### config.mk
export PLATFORM = sky130hd
export DESIGN_NAME = dgp_function_map
export DESIGN_NICKNAME = d
export VERILOG_FILES = /design/src/rtl/dgp_function_map.v /design/src/rtl/dgp_gain_stepper.v /design/src/rtl/dgp_pin_sync.v
export VERILOG_INCLUDE_DIRS = /design/src /design/src/rtl
export SDC_FILE = /design/constraint.sdc
export NUM_CORES = 1
export LEC_CHECK = 0
export BUFFER_PORTS_ARGS = -buffer_cell sky130_fd_sc_hd__clkbuf_2
export CAP_MARGIN = 20
export CORE_UTILIZATION = 57
export DETAILED_ROUTE_END_ITERATION = 8
export PLACE_DENSITY = 0.85
export SYNTH_ARGS = -nofsm -noshare
export SYNTH_HDL_FRONTEND = slang
export SYNTH_SLANG_ARGS = --single-unit
export TNS_END_PERCENT = 30
### constraint.sdc
create_clock -name core_clk -period 7.19 [get_ports core_clk]
set_input_delay 0.719 -clock core_clk [delete_from_list [all_inputs] [get_ports core_clk]]
set_output_delay 0.719 -clock core_clk [all_outputs]
set_load 0.01 [all_outputs]
### src/rtl/dgp_map.vh
// Constants for the digital pin function map: pin counts, source codes,
// pin ranges and widths. Definitions only; included by bare name.
`ifndef DGP_MAP_VH
`define DGP_MAP_VH

// Pin and pair geometry
`define DGP_PINS 16
`define DGP_PAIRS 8
`define DGP_SEL_W 4
`define DGP_SRC_W 3

// Pair source group codes
`define DGP_SRC_NONE 3'h0
`define DGP_SRC_STATUS 3'h1
`define DGP_SRC_DEBUG 3'h2
`define DGP_SRC_OVERLOAD 3'h3
`define DGP_SRC_MANUAL 3'h4
`define DGP_SRC_WAKEUP 3'h5
`define DGP_SRC_REFCLK 3'h6

// Last pair for the low and debug output groups, and the two reference clock pairs
`define DGP_LOW_PAIR_MAX 5
`define DGP_DEBUG_PAIR_MAX 1
`define DGP_REFCLK_PAIR_1 6
`define DGP_REFCLK_PAIR_2 7

// Status mux groups and width
`define DGP_GRP_MAIN 2'h0
`define DGP_GRP_RX 2'h1
`define DGP_GRP_TX 2'h2
`define DGP_GRP_AGC 2'h3
`define DGP_STAT_W 12

// Overload receiver selection
`define DGP_OVL_RX1 2'h1
`define DGP_OVL_RX2 2'h2
`define DGP_OVL_BOTH 2'h3

// Gain index width and reset value
`define DGP_GAIN_W 8
`define DGP_GAIN_RESET 8'hFF

`endif

### src/rtl/dgp_function_map.v
// Digital general-purpose pin function map: input features (gain stepping,
// amplifier ramp triggers, power-save and hop controls) and output features
// (status mux, stream debug, overload, manual, wake-up, reference clock).
// Assumes one core clock, synchronous reset, pins asynchronous to it.
//
// How it works
// RULE1 - Pin pulses step channel gain index
// RULE2 - Partner holds step pulses two clocks
// RULE3 - Step pins selectable from pins 0-15
// RULE4 - Gain index saturates at programmed limits
// RULE5 - Delayed rising edge triggers ramp up
// RULE6 - Optionally delayed falling edge triggers ramp down
// RULE7 - Pins drive channel and system save enables
// RULE8 - Pins drive hop control and indices
// RULE9 - Status mux only on pins 0-11
// RULE10 - AGC flag and index routable to pins
// RULE11 - Stream debug shows enables on pins 0-3
// RULE12 - Peak mode reports analog and halfband ranges
// RULE13 - Power mode reports analog and power ranges
// RULE14 - Overload pins per receiver or both
// RULE15 - Manual output drives and reads back level
// RULE16 - Manual input level readable by software
// RULE17 - Wake-up asserted in monitor mode on condition
// RULE18 - Reference clocks on pins 12-13, 14-15
// RULE19 - Output feature forces pin to output
// RULE20 - Pin pairs share one source group
// RULE21 - Partner assigns one function per pin
// RULE22 - Inputs synchronised, one action per edge
// RULE23 - Gain steps only in pin control mode
`timescale 1ns/10ps
`include "dgp_map.vh"

module dgp_function_map #(
  parameter DLY_W = 8,
  parameter REF_DIV = 2
) (
  input wire core_clk,
  input wire rst,
  input wire [`DGP_PINS-1:0] pin_in,
  output wire [`DGP_PINS-1:0] pin_out,
  output wire [`DGP_PINS-1:0] pin_oe,
  input wire [1:0] gain_pin_mode,
  input wire [`DGP_SEL_W-1:0] gain_inc_sel_1,
  input wire [`DGP_SEL_W-1:0] gain_dec_sel_1,
  input wire [`DGP_SEL_W-1:0] gain_inc_sel_2,
  input wire [`DGP_SEL_W-1:0] gain_dec_sel_2,
  input wire [1:0] gain_load,
  input wire [`DGP_GAIN_W-1:0] gain_load_value,
  input wire [`DGP_GAIN_W-1:0] gain_min_1,
  input wire [`DGP_GAIN_W-1:0] gain_max_1,
  input wire [`DGP_GAIN_W-1:0] gain_min_2,
  input wire [`DGP_GAIN_W-1:0] gain_max_2,
  output wire [`DGP_GAIN_W-1:0] gain_index_1,
  output wire [`DGP_GAIN_W-1:0] gain_index_2,
  input wire [1:0] pa_ramp_en,
  input wire [`DGP_SEL_W-1:0] pa_sel_1,
  input wire [`DGP_SEL_W-1:0] pa_sel_2,
  input wire [DLY_W-1:0] pa_rise_delay,
  input wire [DLY_W-1:0] pa_fall_delay,
  input wire pa_fall_delay_en,
  output wire [1:0] pa_ramp_up_trig,
  output wire [1:0] pa_ramp_down_trig,
  input wire [2:0] save_en,
  input wire [`DGP_SEL_W-1:0] chan1_save_sel,
  input wire [`DGP_SEL_W-1:0] chan2_save_sel,
  input wire [`DGP_SEL_W-1:0] sys_save_sel,
  output wire chan1_save_enable,
  output wire chan2_save_enable,
  output wire monitor_system_save_enable,
  input wire hop_en,
  input wire [`DGP_SEL_W-1:0] hop_ctl_sel,
  input wire [`DGP_SEL_W-1:0] hop_tbl_sel,
  input wire [`DGP_SEL_W-1:0] gain_tbl_sel,
  input wire [`DGP_SEL_W-1:0] atten_sel,
  output wire hop_control,
  output wire [1:0] hop_table_index,
  output wire [1:0] gain_table_index,
  output wire [1:0] atten_index,
  input wire [`DGP_PAIRS*`DGP_SRC_W-1:0] pair_source,
  input wire [1:0] status_group,
  input wire agc_chan_sel,
  input wire [`DGP_STAT_W-1:0] main_ctrl,
  input wire [`DGP_STAT_W-1:0] rx_ctrl,
  input wire [`DGP_STAT_W-1:0] tx_ctrl,
  input wire [1:0] gain_change_flag,
  input wire stream_debug_en,
  input wire [3:0] stream_effective,
  input wire ovl_mode,
  input wire [1:0] ovl_chan_sel,
  input wire [1:0] apd_over,
  input wire [1:0] apd_under,
  input wire [1:0] hb_over,
  input wire [1:0] hb_under,
  input wire [1:0] pwr_over,
  input wire [1:0] pwr_under,
  input wire [`DGP_PINS-1:0] manual_out_level,
  output wire [`DGP_PINS-1:0] manual_out_readback,
  output wire [`DGP_PINS-1:0] manual_in_level,
  input wire monitor_mode,
  input wire wake_condition,
  input wire [1:0] tx_ref_lvds
);

  ////////////////////////////////////////////////////////////////////////
  // Helpers

  // One pin out of the synchronised set
  function pick1;
    input [`DGP_PINS-1:0] vec;
    input [`DGP_SEL_W-1:0] sel;
    begin
      pick1 = vec[sel];
    end
  endfunction

  // Two consecutive pins, wrapping past the last one
  function [1:0] pick2;
    input [`DGP_PINS-1:0] vec;
    input [`DGP_SEL_W-1:0] sel;
    reg [`DGP_SEL_W-1:0] nxt;
    begin
      nxt = sel + {{(`DGP_SEL_W-1){1'b0}}, 1'b1};
      pick2 = {vec[nxt], vec[sel]};
    end
  endfunction

  // Whether a source group may sit on a given pair
  function src_ok;
    input [`DGP_SRC_W-1:0] src;
    input [2:0] pair;
    begin
      case (src)
        `DGP_SRC_STATUS,
        `DGP_SRC_OVERLOAD,
        `DGP_SRC_MANUAL,
        `DGP_SRC_WAKEUP: src_ok = (pair <= `DGP_LOW_PAIR_MAX); // RULE9
        `DGP_SRC_DEBUG: src_ok = (pair <= `DGP_DEBUG_PAIR_MAX); // RULE11
        `DGP_SRC_REFCLK: src_ok = (pair == `DGP_REFCLK_PAIR_1) ||
                                  (pair == `DGP_REFCLK_PAIR_2); // RULE18
        default: src_ok = 1'b0;
      endcase
    end
  endfunction

  ////////////////////////////////////////////////////////////////////////
  // Pin synchronisation and edge pulses

  wire [`DGP_PINS-1:0] pin_level;
  wire [`DGP_PINS-1:0] pin_rise;
  wire [`DGP_PINS-1:0] pin_fall;

  // Pulses shorter than two clocks may be missed by the sampler
  dgp_pin_sync #(
    .WIDTH(`DGP_PINS)
  ) u_sync (
    .core_clk(core_clk),
    .rst(rst),
    .pin_async(pin_in),
    .level(pin_level),
    .rise(pin_rise),
    .fall(pin_fall)
  ); // RULE22 RULE2

  ////////////////////////////////////////////////////////////////////////
  // Receive gain stepping

  wire inc_1;
  wire dec_1;
  wire inc_2;
  wire dec_2;

  // Any of the sixteen pins; ignored unless the channel is in pin mode
  assign inc_1 = gain_pin_mode[0] & pick1(pin_rise, gain_inc_sel_1); // RULE23 RULE3
  assign dec_1 = gain_pin_mode[0] & pick1(pin_rise, gain_dec_sel_1); // RULE23 RULE3
  assign inc_2 = gain_pin_mode[1] & pick1(pin_rise, gain_inc_sel_2); // RULE23 RULE3
  assign dec_2 = gain_pin_mode[1] & pick1(pin_rise, gain_dec_sel_2); // RULE23 RULE3

  dgp_gain_stepper u_gain_1 (
    .core_clk(core_clk),
    .rst(rst),
    .step_up(inc_1),
    .step_down(dec_1),
    .load(gain_load[0]),
    .load_value(gain_load_value),
    .index_min(gain_min_1),
    .index_max(gain_max_1),
    .index(gain_index_1)
  ); // RULE1

  dgp_gain_stepper u_gain_2 (
    .core_clk(core_clk),
    .rst(rst),
    .step_up(inc_2),
    .step_down(dec_2),
    .load(gain_load[1]),
    .load_value(gain_load_value),
    .index_min(gain_min_2),
    .index_max(gain_max_2),
    .index(gain_index_2)
  ); // RULE1

  ////////////////////////////////////////////////////////////////////////
  // Amplifier ramp triggers

  reg [DLY_W-1:0] up_cnt_reg [0:1];
  reg [DLY_W-1:0] dn_cnt_reg [0:1];
  reg [1:0] up_pend_reg;
  reg [1:0] dn_pend_reg;
  reg [1:0] up_trig_reg;
  reg [1:0] dn_trig_reg;
  wire [1:0] pa_rise;
  wire [1:0] pa_fall;
  wire [DLY_W-1:0] fall_delay;
  integer ch;

  assign pa_rise[0] = pa_ramp_en[0] & pick1(pin_rise, pa_sel_1);
  assign pa_rise[1] = pa_ramp_en[1] & pick1(pin_rise, pa_sel_2);
  assign pa_fall[0] = pa_ramp_en[0] & pick1(pin_fall, pa_sel_1);
  assign pa_fall[1] = pa_ramp_en[1] & pick1(pin_fall, pa_sel_2);
  // Fall delay is optional; zero puts the trigger two cycles after the edge pulse
  assign fall_delay = pa_fall_delay_en ? pa_fall_delay : {DLY_W{1'b0}};

  // A fresh edge restarts its own pending delay rather than queueing
  always @(posedge core_clk) begin
    if (rst) begin
      for (ch = 0; ch < 2; ch = ch + 1) begin
        up_cnt_reg[ch] <= {DLY_W{1'b0}};
        dn_cnt_reg[ch] <= {DLY_W{1'b0}};
      end
      up_pend_reg <= 2'h0;
      dn_pend_reg <= 2'h0;
      up_trig_reg <= 2'h0;
      dn_trig_reg <= 2'h0;
    end else begin
      for (ch = 0; ch < 2; ch = ch + 1) begin
        up_trig_reg[ch] <= 1'b0;
        dn_trig_reg[ch] <= 1'b0;
        if (pa_rise[ch]) begin
          up_pend_reg[ch] <= 1'b1;
          up_cnt_reg[ch] <= pa_rise_delay; // RULE5
        end else if (up_pend_reg[ch]) begin
          if (up_cnt_reg[ch] == {DLY_W{1'b0}}) begin
            up_pend_reg[ch] <= 1'b0;
            up_trig_reg[ch] <= 1'b1; // RULE5
          end else begin
            up_cnt_reg[ch] <= up_cnt_reg[ch] - {{(DLY_W-1){1'b0}}, 1'b1};
          end
        end
        if (pa_fall[ch]) begin
          dn_pend_reg[ch] <= 1'b1;
          dn_cnt_reg[ch] <= fall_delay; // RULE6
        end else if (dn_pend_reg[ch]) begin
          if (dn_cnt_reg[ch] == {DLY_W{1'b0}}) begin
            dn_pend_reg[ch] <= 1'b0;
            dn_trig_reg[ch] <= 1'b1; // RULE6
          end else begin
            dn_cnt_reg[ch] <= dn_cnt_reg[ch] - {{(DLY_W-1){1'b0}}, 1'b1};
          end
        end
      end
    end
  end

  assign pa_ramp_up_trig = up_trig_reg;
  assign pa_ramp_down_trig = dn_trig_reg;

  ////////////////////////////////////////////////////////////////////////
  // Power-save and hopping level inputs

  reg [2:0] save_reg;
  reg hop_ctl_reg;
  reg [1:0] hop_tbl_reg;
  reg [1:0] gain_tbl_reg;
  reg [1:0] atten_reg;

  // Levels follow the synchronised pins while each function is enabled
  always @(posedge core_clk) begin
    if (rst) begin
      save_reg <= 3'h0;
      hop_ctl_reg <= 1'b0;
      hop_tbl_reg <= 2'h0;
      gain_tbl_reg <= 2'h0;
      atten_reg <= 2'h0;
    end else begin
      save_reg[0] <= save_en[0] & pick1(pin_level, chan1_save_sel); // RULE7
      save_reg[1] <= save_en[1] & pick1(pin_level, chan2_save_sel); // RULE7
      save_reg[2] <= save_en[2] & pick1(pin_level, sys_save_sel); // RULE7
      hop_ctl_reg <= hop_en & pick1(pin_level, hop_ctl_sel); // RULE8
      hop_tbl_reg <= hop_en ? pick2(pin_level, hop_tbl_sel) : 2'h0; // RULE8
      gain_tbl_reg <= hop_en ? pick2(pin_level, gain_tbl_sel) : 2'h0; // RULE8
      atten_reg <= hop_en ? pick2(pin_level, atten_sel) : 2'h0; // RULE8
    end
  end

  assign chan1_save_enable = save_reg[0];
  assign chan2_save_enable = save_reg[1];
  assign monitor_system_save_enable = save_reg[2];
  assign hop_control = hop_ctl_reg;
  assign hop_table_index = hop_tbl_reg;
  assign gain_table_index = gain_tbl_reg;
  assign atten_index = atten_reg;

  ////////////////////////////////////////////////////////////////////////
  // Output sources

  reg [`DGP_STAT_W-1:0] stat_word;
  wire [`DGP_GAIN_W-1:0] agc_index;
  wire [3:0] ovl_rx1;
  wire [3:0] ovl_rx2;
  wire wake;

  assign agc_index = agc_chan_sel ? gain_index_2 : gain_index_1;

  // Selected group of internal control signals
  always @* begin
    case (status_group)
      `DGP_GRP_MAIN: stat_word = main_ctrl; // RULE9
      `DGP_GRP_RX: stat_word = rx_ctrl; // RULE9
      `DGP_GRP_TX: stat_word = tx_ctrl; // RULE9
      default: stat_word = {3'h0, gain_change_flag[agc_chan_sel], agc_index}; // RULE10
    endcase
  end

  // Four range flags per receiver, picked by detector mode
  assign ovl_rx1 = ovl_mode ?
    {pwr_under[0], pwr_over[0], apd_under[0], apd_over[0]} : // RULE13
    {hb_under[0], hb_over[0], apd_under[0], apd_over[0]}; // RULE12
  assign ovl_rx2 = ovl_mode ?
    {pwr_under[1], pwr_over[1], apd_under[1], apd_over[1]} : // RULE13
    {hb_under[1], hb_over[1], apd_under[1], apd_over[1]}; // RULE12

  assign wake = monitor_mode & wake_condition; // RULE17

  ////////////////////////////////////////////////////////////////////////
  // Reference clock divider

  reg [15:0] div_cnt_reg;
  reg ref_clk_reg;

  // Half period of REF_DIV core clocks
  always @(posedge core_clk) begin
    if (rst) begin
      div_cnt_reg <= 16'h0000;
      ref_clk_reg <= 1'b0;
    end else if (div_cnt_reg == REF_DIV[15:0] - 16'h0001) begin
      div_cnt_reg <= 16'h0000;
      ref_clk_reg <= ~ref_clk_reg;
    end else begin
      div_cnt_reg <= div_cnt_reg + 16'h0001;
    end
  end

  ////////////////////////////////////////////////////////////////////////
  // Per-pin output mux

  reg [`DGP_PINS-1:0] out_next;
  reg [`DGP_PINS-1:0] oe_next;
  reg [`DGP_PINS-1:0] man_next;
  reg [`DGP_SRC_W-1:0] src;
  reg [2:0] pair;
  reg [3:0] pin_idx;
  reg use_rx2;
  integer k;

  // Both pins of a pair follow the pair's one source code
  always @* begin
    out_next = {`DGP_PINS{1'b0}};
    oe_next = {`DGP_PINS{1'b0}};
    man_next = {`DGP_PINS{1'b0}};
    src = `DGP_SRC_NONE;
    pair = 3'h0;
    pin_idx = 4'h0;
    use_rx2 = 1'b0;
    for (k = 0; k < `DGP_PINS; k = k + 1) begin
      pin_idx = k[3:0];
      pair = pin_idx[3:1];
      src = pair_source[pair*`DGP_SRC_W +: `DGP_SRC_W]; // RULE20
      use_rx2 = (ovl_chan_sel == `DGP_OVL_BOTH) ? pin_idx[2] :
                (ovl_chan_sel == `DGP_OVL_RX2); // RULE14
      if (src_ok(src, pair)) begin
        oe_next[k] = 1'b1; // RULE19
        case (src)
          `DGP_SRC_STATUS: out_next[k] = stat_word[pin_idx]; // RULE9
          `DGP_SRC_DEBUG: out_next[k] = stream_debug_en &
                                        stream_effective[pin_idx[1:0]]; // RULE11
          `DGP_SRC_OVERLOAD: out_next[k] = use_rx2 ? ovl_rx2[pin_idx[1:0]] :
                                           ovl_rx1[pin_idx[1:0]]; // RULE14
          `DGP_SRC_MANUAL: begin
            out_next[k] = manual_out_level[k]; // RULE15
            man_next[k] = 1'b1;
          end
          `DGP_SRC_WAKEUP: out_next[k] = wake; // RULE17
          `DGP_SRC_REFCLK: out_next[k] = (pin_idx[0] &
                                          tx_ref_lvds[pin_idx[1]]) ^
                                         ref_clk_reg; // RULE18
          default: out_next[k] = 1'b0;
        endcase
      end
    end
  end

  ////////////////////////////////////////////////////////////////////////
  // Registered pin drive and software readouts

  reg [`DGP_PINS-1:0] out_reg;
  reg [`DGP_PINS-1:0] oe_reg;
  reg [`DGP_PINS-1:0] readback_reg;

  // Pins come up as inputs; misassigned groups stay inputs too
  always @(posedge core_clk) begin
    if (rst) begin
      out_reg <= {`DGP_PINS{1'b0}};
      oe_reg <= {`DGP_PINS{1'b0}};
      readback_reg <= {`DGP_PINS{1'b0}};
    end else begin
      out_reg <= out_next;
      oe_reg <= oe_next; // RULE19
      readback_reg <= out_next & man_next; // RULE15
    end
  end

  assign pin_out = out_reg;
  assign pin_oe = oe_reg;
  assign manual_out_readback = readback_reg;
  // Sampled level of every pin, meaningful for manual inputs
  assign manual_in_level = pin_level; // RULE16

endmodule

### src/rtl/dgp_gain_stepper.v
// One receive channel's gain index, stepped by single-cycle pulses.
// Assumes pulses already qualified by the caller; min must not exceed max.
`timescale 1ns/10ps
`include "dgp_map.vh"

module dgp_gain_stepper (
  input wire core_clk,
  input wire rst,
  input wire step_up,
  input wire step_down,
  input wire load,
  input wire [`DGP_GAIN_W-1:0] load_value,
  input wire [`DGP_GAIN_W-1:0] index_min,
  input wire [`DGP_GAIN_W-1:0] index_max,
  output wire [`DGP_GAIN_W-1:0] index
);

  reg [`DGP_GAIN_W-1:0] index_reg;
  reg [`DGP_GAIN_W-1:0] index_next;

  ////////////////////////////////////////////////////////////////////////
  // Load wins; opposing steps in one cycle cancel out
  always @* begin
    index_next = index_reg;
    if (load) begin
      index_next = load_value;
    end else if (step_up && !step_down) begin
      if (index_reg < index_max) begin // RULE4
        index_next = index_reg + {{(`DGP_GAIN_W-1){1'b0}}, 1'b1}; // RULE1
      end
    end else if (step_down && !step_up) begin
      if (index_reg > index_min) begin // RULE4
        index_next = index_reg - {{(`DGP_GAIN_W-1){1'b0}}, 1'b1}; // RULE1
      end
    end
  end

  // Index register
  always @(posedge core_clk) begin
    if (rst) begin
      index_reg <= `DGP_GAIN_RESET;
    end else begin
      index_reg <= index_next;
    end
  end

  assign index = index_reg;

endmodule

### src/rtl/dgp_pin_sync.v
// Two-flop synchroniser for pin inputs with rise and fall pulse detect.
// Assumes pins are asynchronous to core_clk; one flop set per bit.
`timescale 1ns/10ps

module dgp_pin_sync #(
  parameter WIDTH = 16
) (
  input wire core_clk,
  input wire rst,
  input wire [WIDTH-1:0] pin_async,
  output wire [WIDTH-1:0] level,
  output wire [WIDTH-1:0] rise,
  output wire [WIDTH-1:0] fall
);

  reg [WIDTH-1:0] meta_reg;
  reg [WIDTH-1:0] sync_reg;
  reg [WIDTH-1:0] last_reg;

  ////////////////////////////////////////////////////////////////////////
  // Stage one is read only by stage two; edges come from later stages
  always @(posedge core_clk) begin
    if (rst) begin
      meta_reg <= {WIDTH{1'b0}};
      sync_reg <= {WIDTH{1'b0}};
      last_reg <= {WIDTH{1'b0}};
    end else begin
      meta_reg <= pin_async;
      sync_reg <= meta_reg;
      last_reg <= sync_reg;
    end
  end

  // One pulse per edge, however long the level is held
  assign level = sync_reg;
  assign rise = sync_reg & ~last_reg;
  assign fall = ~sync_reg & last_reg;

endmodule
# --- Word-level counts from Yosys, hierarchy flattened ---
# Memory sizes are Yosys's and may differ from the RTL's.
# Cells that the tools add are included.
word_totals:
  ff_bits: 146
  n_memories: 2
  word_cells: 357
  ram_bits: 32
  output_inout_bits: 94
memory_table:
  columns: ["memory", "depth", "word_bits", "read_ports", "rd_clocked_by_memory_dff", "wr", "line_no", "source"]
  rows:
  - ["dn_cnt_reg", 2, 8, 2, 0, 2, "dgp_function_map.v:206", "reg [DLY_W-1:0] dn_cnt_reg [0:1];"]
  - ["up_cnt_reg", 2, 8, 2, 0, 2, "dgp_function_map.v:205", "reg [DLY_W-1:0] up_cnt_reg [0:1];"]
classes:
  n_lt_le_gt_ge: 21
  n_mux: 177
  n_eq_ne: 55
  addsub: 12
  n_bitwise: 38
  reduce_logical: 31
ops:
  columns: ["cell", "n"]
  rows:
  - ["8-bit two-way mux", 20]
  - ["1-bit two-way mux", 120]
  - ["1-bit one-hot mux with 6 select lines", 16]
  - ["4-bit by 5-bit less-than comparator with 1-bit output, second input constant", 16]
  - ["1-bit binary-select mux with 4-bit select", 18]
  - ["3-bit equality test, second input constant", 24]
  - ["16-bit bitwise AND", 3]
  - ["3-bit by 2-bit equality test with 1-bit output, second input constant", 16]
  - ["8-bit by 1-bit subtractor with 8-bit output, second input constant", 6]
  - ["12-bit one-hot mux with 3 select lines", 1]
  - ["8-bit logical NOT", 4]
  - ["16-bit NOT", 2]
  - ["3-bit by 1-bit equality test with 1-bit output, second input constant", 8]
  - ["1-bit bitwise AND", 17]
  - ["16-bit by 1-bit adder with 16-bit output, second input constant", 1]
  - ["8-bit by 1-bit adder with 8-bit output, second input constant", 2]
  - ["16-bit by 1-bit equality test with 1-bit output, second input constant", 1]
  - ["8-bit > comparator", 2]
  - ["8-bit less-than comparator", 2]
  - ["4-bit OR reduction", 4]
  - ["4-bit by 1-bit adder with 4-bit output, second input constant", 3]
  - ["3-bit nonzero test", 4]
  - ["3-bit OR reduction", 4]
  - ["5-bit OR reduction", 2]
  - ["13 further kinds", 38]

# --- Depth between registers and ports, before layout ---
depth:
  ltp_word: 10
  depth_mapped: 15
  depth_no_buf: 14

# --- Modules after synthesis ---
# A second synthesis with hierarchy kept.
hier_totals:
  hier_cells: 1153
  area_unflattened_um2: 11658.7
by_module_without_submodules:
  columns: ["mod", "cells_per_inst", "n_inst", "area_per_inst_um2"]
  rows:
  - ["dgp_function_map", 744, 1, 7981.4]
  - ["dgp_gain_stepper", 138, 2, 1086.0]
  - ["dgp_pin_sync", 133, 1, 1505.2]

# --- Least setup slack after synthesis ---
# Ideal clock, no wire load.
synth_timing:
  kind: "input -> register"
  from: "input gain_dec_sel_1[1]"
  to: "register u_gain_1.index_reg[7] (netlist: u_gain_1.index[7])"
  arrival_time_ns: 3.772
  path_slack_ns: 3.344
  required_time_ns: 7.116
  setup_time_ns: 0.074
  path_buffers: 1
  path_stages: 13
  cell_sequence: "buf_4 > o2111ai_1 > o311ai_0 > or4_4 > nand2_1 > ha_1 > a21oi_1 > nor2b_1 > o31a_1 > o41ai_1 > o21ai_0 > or3_1 > a31oi_1"
synth_between:
  elab_chain_cells: 7
  elab_cells_between_ends: 12
  classes_between: "1 x eq/ne; 4 x mux; 1 x bitwise; 6 x reduce/logical"
synth_lines:
  columns: ["item", "line_no", "source"]
  rows:
  - ["start: declaration", "dgp_function_map.v:44", "input wire [`DGP_SEL_W-1:0] gain_dec_sel_1,"]
  - ["1-bit binary-select mux with 4-bit select *", "dgp_function_map.v:112", "pick1 = vec[sel];"]
  - ["1-bit two-way mux (not written as such) *", "dgp_function_map.v:112", null]
  - ["1-bit bitwise AND *", "dgp_function_map.v:174", "assign dec_1 = gain_pin_mode[0] & pick1(pin_rise, gain_dec_sel_1);"]
  - ["1-bit logical NOT", "dgp_gain_stepper.v:27", "end else if (step_up && !step_down) begin"]
  - ["1-bit logical AND", "dgp_gain_stepper.v:27", null]
  - ["3-bit inequality test (no line) (tied with other cells)", null, null]
  - ["3-bit AND reduction (no line) or 8-bit two-way mux (tied branches)", null, null]
  - ["end signal: assignment", "dgp_gain_stepper.v:41", "index_reg <= `DGP_GAIN_RESET;"]
  - ["end signal: assignment", "dgp_gain_stepper.v:43", "index_reg <= index_next;"]
  - ["end: declaration", "dgp_gain_stepper.v:18", "reg [`DGP_GAIN_W-1:0] index_reg;"]
# Mark *: on every way between the ends. The rest lies on a longest branch, timed or not. The select of a mux whose other input is x is not followed.
# A chain may end at the register's enable or synchronous reset.

# --- Final worst setup path ---
layout_timing:
  from: "register u_sync.sync_reg[14] (netlist: u_sync.level[14])"
  to: "register u_gain_1.index_reg[7] (netlist: u_gain_1.index[7])"
layout_between:
  elab_chain_cells: 8
  elab_cells_between_ends: 17
  classes_between: "1 x eq/ne; 6 x mux; 3 x bitwise; 7 x reduce/logical"
layout_lines:
  columns: ["item", "line_no", "source"]
  rows:
  - ["start: declaration", "dgp_pin_sync.v:17", "reg [WIDTH-1:0] sync_reg;"]
  - ["start signal: assignment", "dgp_pin_sync.v:25", "sync_reg <= {WIDTH{1'b0}};"]
  - ["start signal: assignment", "dgp_pin_sync.v:29", "sync_reg <= meta_reg;"]
  - ["16-bit bitwise AND *", "dgp_pin_sync.v:36", "assign rise = sync_reg & ~last_reg;"]
  - ["1-bit binary-select mux with 4-bit select", "dgp_function_map.v:112", null]
  - ["1-bit two-way mux (not written as such)", "dgp_function_map.v:112", null]
  - ["1-bit bitwise AND (on tied branches)", "dgp_function_map.v:174, dgp_function_map.v:173", null]
  - ["1-bit logical NOT (on tied branches)", "dgp_gain_stepper.v:27, dgp_gain_stepper.v:31", null]
  - ["1-bit logical AND (on tied branches)", "dgp_gain_stepper.v:27, dgp_gain_stepper.v:31", null]
  - ["3-bit inequality test (no line) (tied with other cells)", null, null]
  - ["3-bit AND reduction (no line) or 8-bit two-way mux (tied branches)", null, null]
# Marks and branches as above.

==> qor.csv <==
stage;metric;value;unit
placed_design;Routability Congestion;1.01;
synth;Cell Area, Synth;0.0116;sq mm
power;Cell Pwr Density;186;mW/mm^2
timing;relative slew slack;25.7;%
synth;share of async-settable or async-resettable flops after synthesis;0;%
floorplanning;chip height;145;um
timing;RSZ-0062 raised after global routing;no;
timing;Max Slew Vio Count;0;
clock_network;CTS root buf;clkbuf_16;
power;leakage;0.00602;uW
finish;fin area;0.0138;sq mm
clock_network;Post-CTS Setup Bufs;0;
min_path;min-delay src;u_sync.meta_reg[14]$_SDFF_PP0_;
placed_design;post-DP HPWL;26.5;mm
global_route;vias in the first global route;9989;
clock_network;CTS tree;yes;
finish;filler cell count;1519;
timing;post-route clock period utilization;60.9;%
min_path;worst min path class;reg2reg;
run;Max Cap Viol;0;
global_route;pin count of the biggest net entering global routing;68;
routing;Initial DRC Count;672;
synth;Yosys reg bits;171;
synth;Most used DFF post-synth;dfxtp_1;
critical_path;Worst Setup End Kind;flip-flop;
timing;final hold viol count;0;
critical_path;WP data arrival;4.74;ns
timing;# setup viols final;0;
finish;commonest non-fill, non-tap cell in the layout;clkbuf_2;
critical_path;worst r2r src;u_sync.level[14]$_SDFF_PP0_;
routing;drt drc;0;
clock_network;CTS resizes;0;
floorplanning;Core Area;0.0197;sq mm
outcome;status;finished clean;
routing;DR vias;10400;
critical_path;Crit Path Max Fanout;15;
clock_network;clk_lat worst skew;0.44;ns
critical_path;Reg2Reg Depth;13;
min_path;Worst Hold End;u_sync.level[14]$_SDFF_PP0_;
critical_path;Setup CP Type;reg2reg;
floorplanning;IO Pins;336;
clock_network;CTS H-tree depth;4;
timing;Peak Freq;0.228;GHz
synth;Synth Instances;1166;
clock_network;clock transition at the registers of the reported paths;0.07;ns
timing;Tmin final;4.38;ns
routing;vias per cell;6.06;
synth;Syn Area/Cell;9.93;sq um
routing;final wirelength;34.7;mm
power;Peak VDD IR;0.150;mV
routing;1st-pass router iterations;5;
clock_network;hold_buf cts;0;
global_route;first-pass GRT wire length;52.6;mm
clock_network;Clock Sink Count;171;
clock_network;CTS max path bufs;2;
floorplanning;Chip Width;145;um
finish;area grow syn2layout;19.5;%
synth;Yosys warning total;0;
finish;most frequent cells in the layout;clkbuf_2, dfxtp_1, nor2b_1;
critical_path;critical path startpoint category;flip-flop;
critical_path;flop2flop setup slack;2.81;ns
placed_design;# port buffers;332;
critical_path;reg2reg end;u_gain_1.index[7]$_SDFFE_PP1P_;
power;Pwr Total;2570;uW
timing;Final Worst Setup Slack;2.81;ns
global_route;antenna violations before repair;2;
timing;setup_tns;0;ns
placed_design;placed cell areas;0.0133;sq mm
global_route;total gr overflow;0;
global_route;GRT Util Overall;33.6;%
routing;Avg WL per Cell;20.1;um
synth;EDFF count, synth;32;
synth;Seq/Total Area, Yosys;32.3;%
finish;share of cells above drive strength 1;32.6;%
timing;Worst-Margin Slew;1.11;ns
critical_path;Crit path required time;7.56;ns
placed_design;pre-CTS setup slack;2.78;ns
finish;Layout Nets;1745;
floorplanning;row count;51;
synth;library cells used by synthesis;70;
floorplanning;initial core utilization;58.9;%
routing;post-route ant nets;0;
floorplanning;DIE AREA;0.0209;sq mm
min_path;hold depth;1;
timing;clock skew;0.0128;ns
clock_network;total CTS buffers;17;
-- power by group --
group / internal (uW) / switching (uW)
logic: 274 / 285
clock network: 463 / 451
registers: 1030 / 69.5
total: 1760 / 805
-- cell families (layout without fill, tap and decap cells) --
group | count (synthesis) | in the layout | share of synthesized area (%)
buffers and inverters | 137 | 425 | 4.85
XOR/XNOR | 60 | 60 | 4.54
adder cells (fa/ha/maj) | 59 | 59 | 6.51
multiplexers | 139 | 139 | 21.8
AO/OA/AOI/OAI | 191 | 191 | 10.7
AND/OR/NAND/NOR | 408 | 408 | 19.3
flip-flops | 171 | 171 | 32.3
other | 1 | 7 | 0.0324
-- layer usage --
metal  wire (um)  track usage, %  vias up
li1            -               -     4837
met1       12600            38.9     4881
met2       16800            56.0      592
met3        3470            8.51      135
met4        1790            19.7        0
met5           0               0        -
-- Yosys cell counts (all sizes together) (12+ instances only) --
library cell | count | area share [%]
inv | 60 | 1.9
xnor2 | 32 | 2.4
dfxtp | 139 | 24
nand2b | 38 | 2.1
nand3b | 12 | 0.78
nor2b | 93 | 5.2
nor3 | 14 | 0.61
mux4 | 88 | 17
nor3b | 20 | 1.3
ha | 57 | 6.2
a21oi | 50 | 2.2
nand2 | 61 | 2.0
nor2 | 85 | 2.8
o21ai | 28 | 1.2
xor2 | 28 | 2.1
nor4 | 16 | 0.86
a211oi | 24 | 1.6
buf | 16 | 0.92
mux2i | 36 | 3.1
a21o | 14 | 0.92
a31oi | 13 | 0.70
clkbuf | 61 | 2.0
nand3 | 27 | 1.2
o22ai | 21 | 1.1
mux2 | 15 | 1.5
edfxtp | 32 | 8.3
-- cell type report --
class	instances	area [sq um]	area share, %
Clock buffer	17	425	3.07
Clock inverter	15	149	1.08
Timing Repair Buffer	333	1670	12.1
Tap cell	265	332	2.40
Multi-Input combinational cell	861	7280	52.6
Inverter	60	225	1.63
Antenna cell	3	7.51	0.0543
Sequential cell	171	3740	27.1
-- metrics by stage --
stage          hold slack, ns  instances  utilization, %
2_1_floorplan           0.414       1169               -
3_3_place_gp            0.415       1690            67.4
3_5_place_dp            0.422       1690            67.4
4_1_cts                 0.440       1722            70.4
5_1_grt                 0.460       1723            70.4
6_report                0.440       1725            70.4
-- worst max-delay path by stage --
stage	start	end	slack, ns	cells after the start
after floorplan	gain_dec_sel_1[1]	u_gain_1.index[7]$_SDFFE_PP1P_	3.34	13
after global placement	gain_dec_sel_1[1]	u_gain_1.index[7]$_SDFFE_PP1P_	2.94	14
after detailed placement	gain_dec_sel_1[1]	u_gain_1.index[7]$_SDFFE_PP1P_	2.78	14
after CTS	u_sync.level[14]$_SDFF_PP0_	u_gain_1.index[7]$_SDFFE_PP1P_	2.84	13
after global routing	u_sync.level[1]$_SDFF_PP0_	u_gain_1.index[7]$_SDFFE_PP1P_	2.42	13
final	u_sync.level[14]$_SDFF_PP0_	u_gain_1.index[7]$_SDFFE_PP1P_	2.81	13
-- worst max-delay path: stages, from the launching register on --
cell      delay [ns]
dfxtp_1         0.74
nand2b_1        0.24
mux4_2          0.51
a22oi_1         0.17
and4_4          0.26
nand2_1         0.27
ha_1            0.39
a21oi_1         0.16
nor2b_1         0.08
o31a_1          0.26
o41ai_1         0.59
o21ai_0         0.14
or3_1           0.32
a31oi_1         0.16
Power figures use the tool's default switching activity.
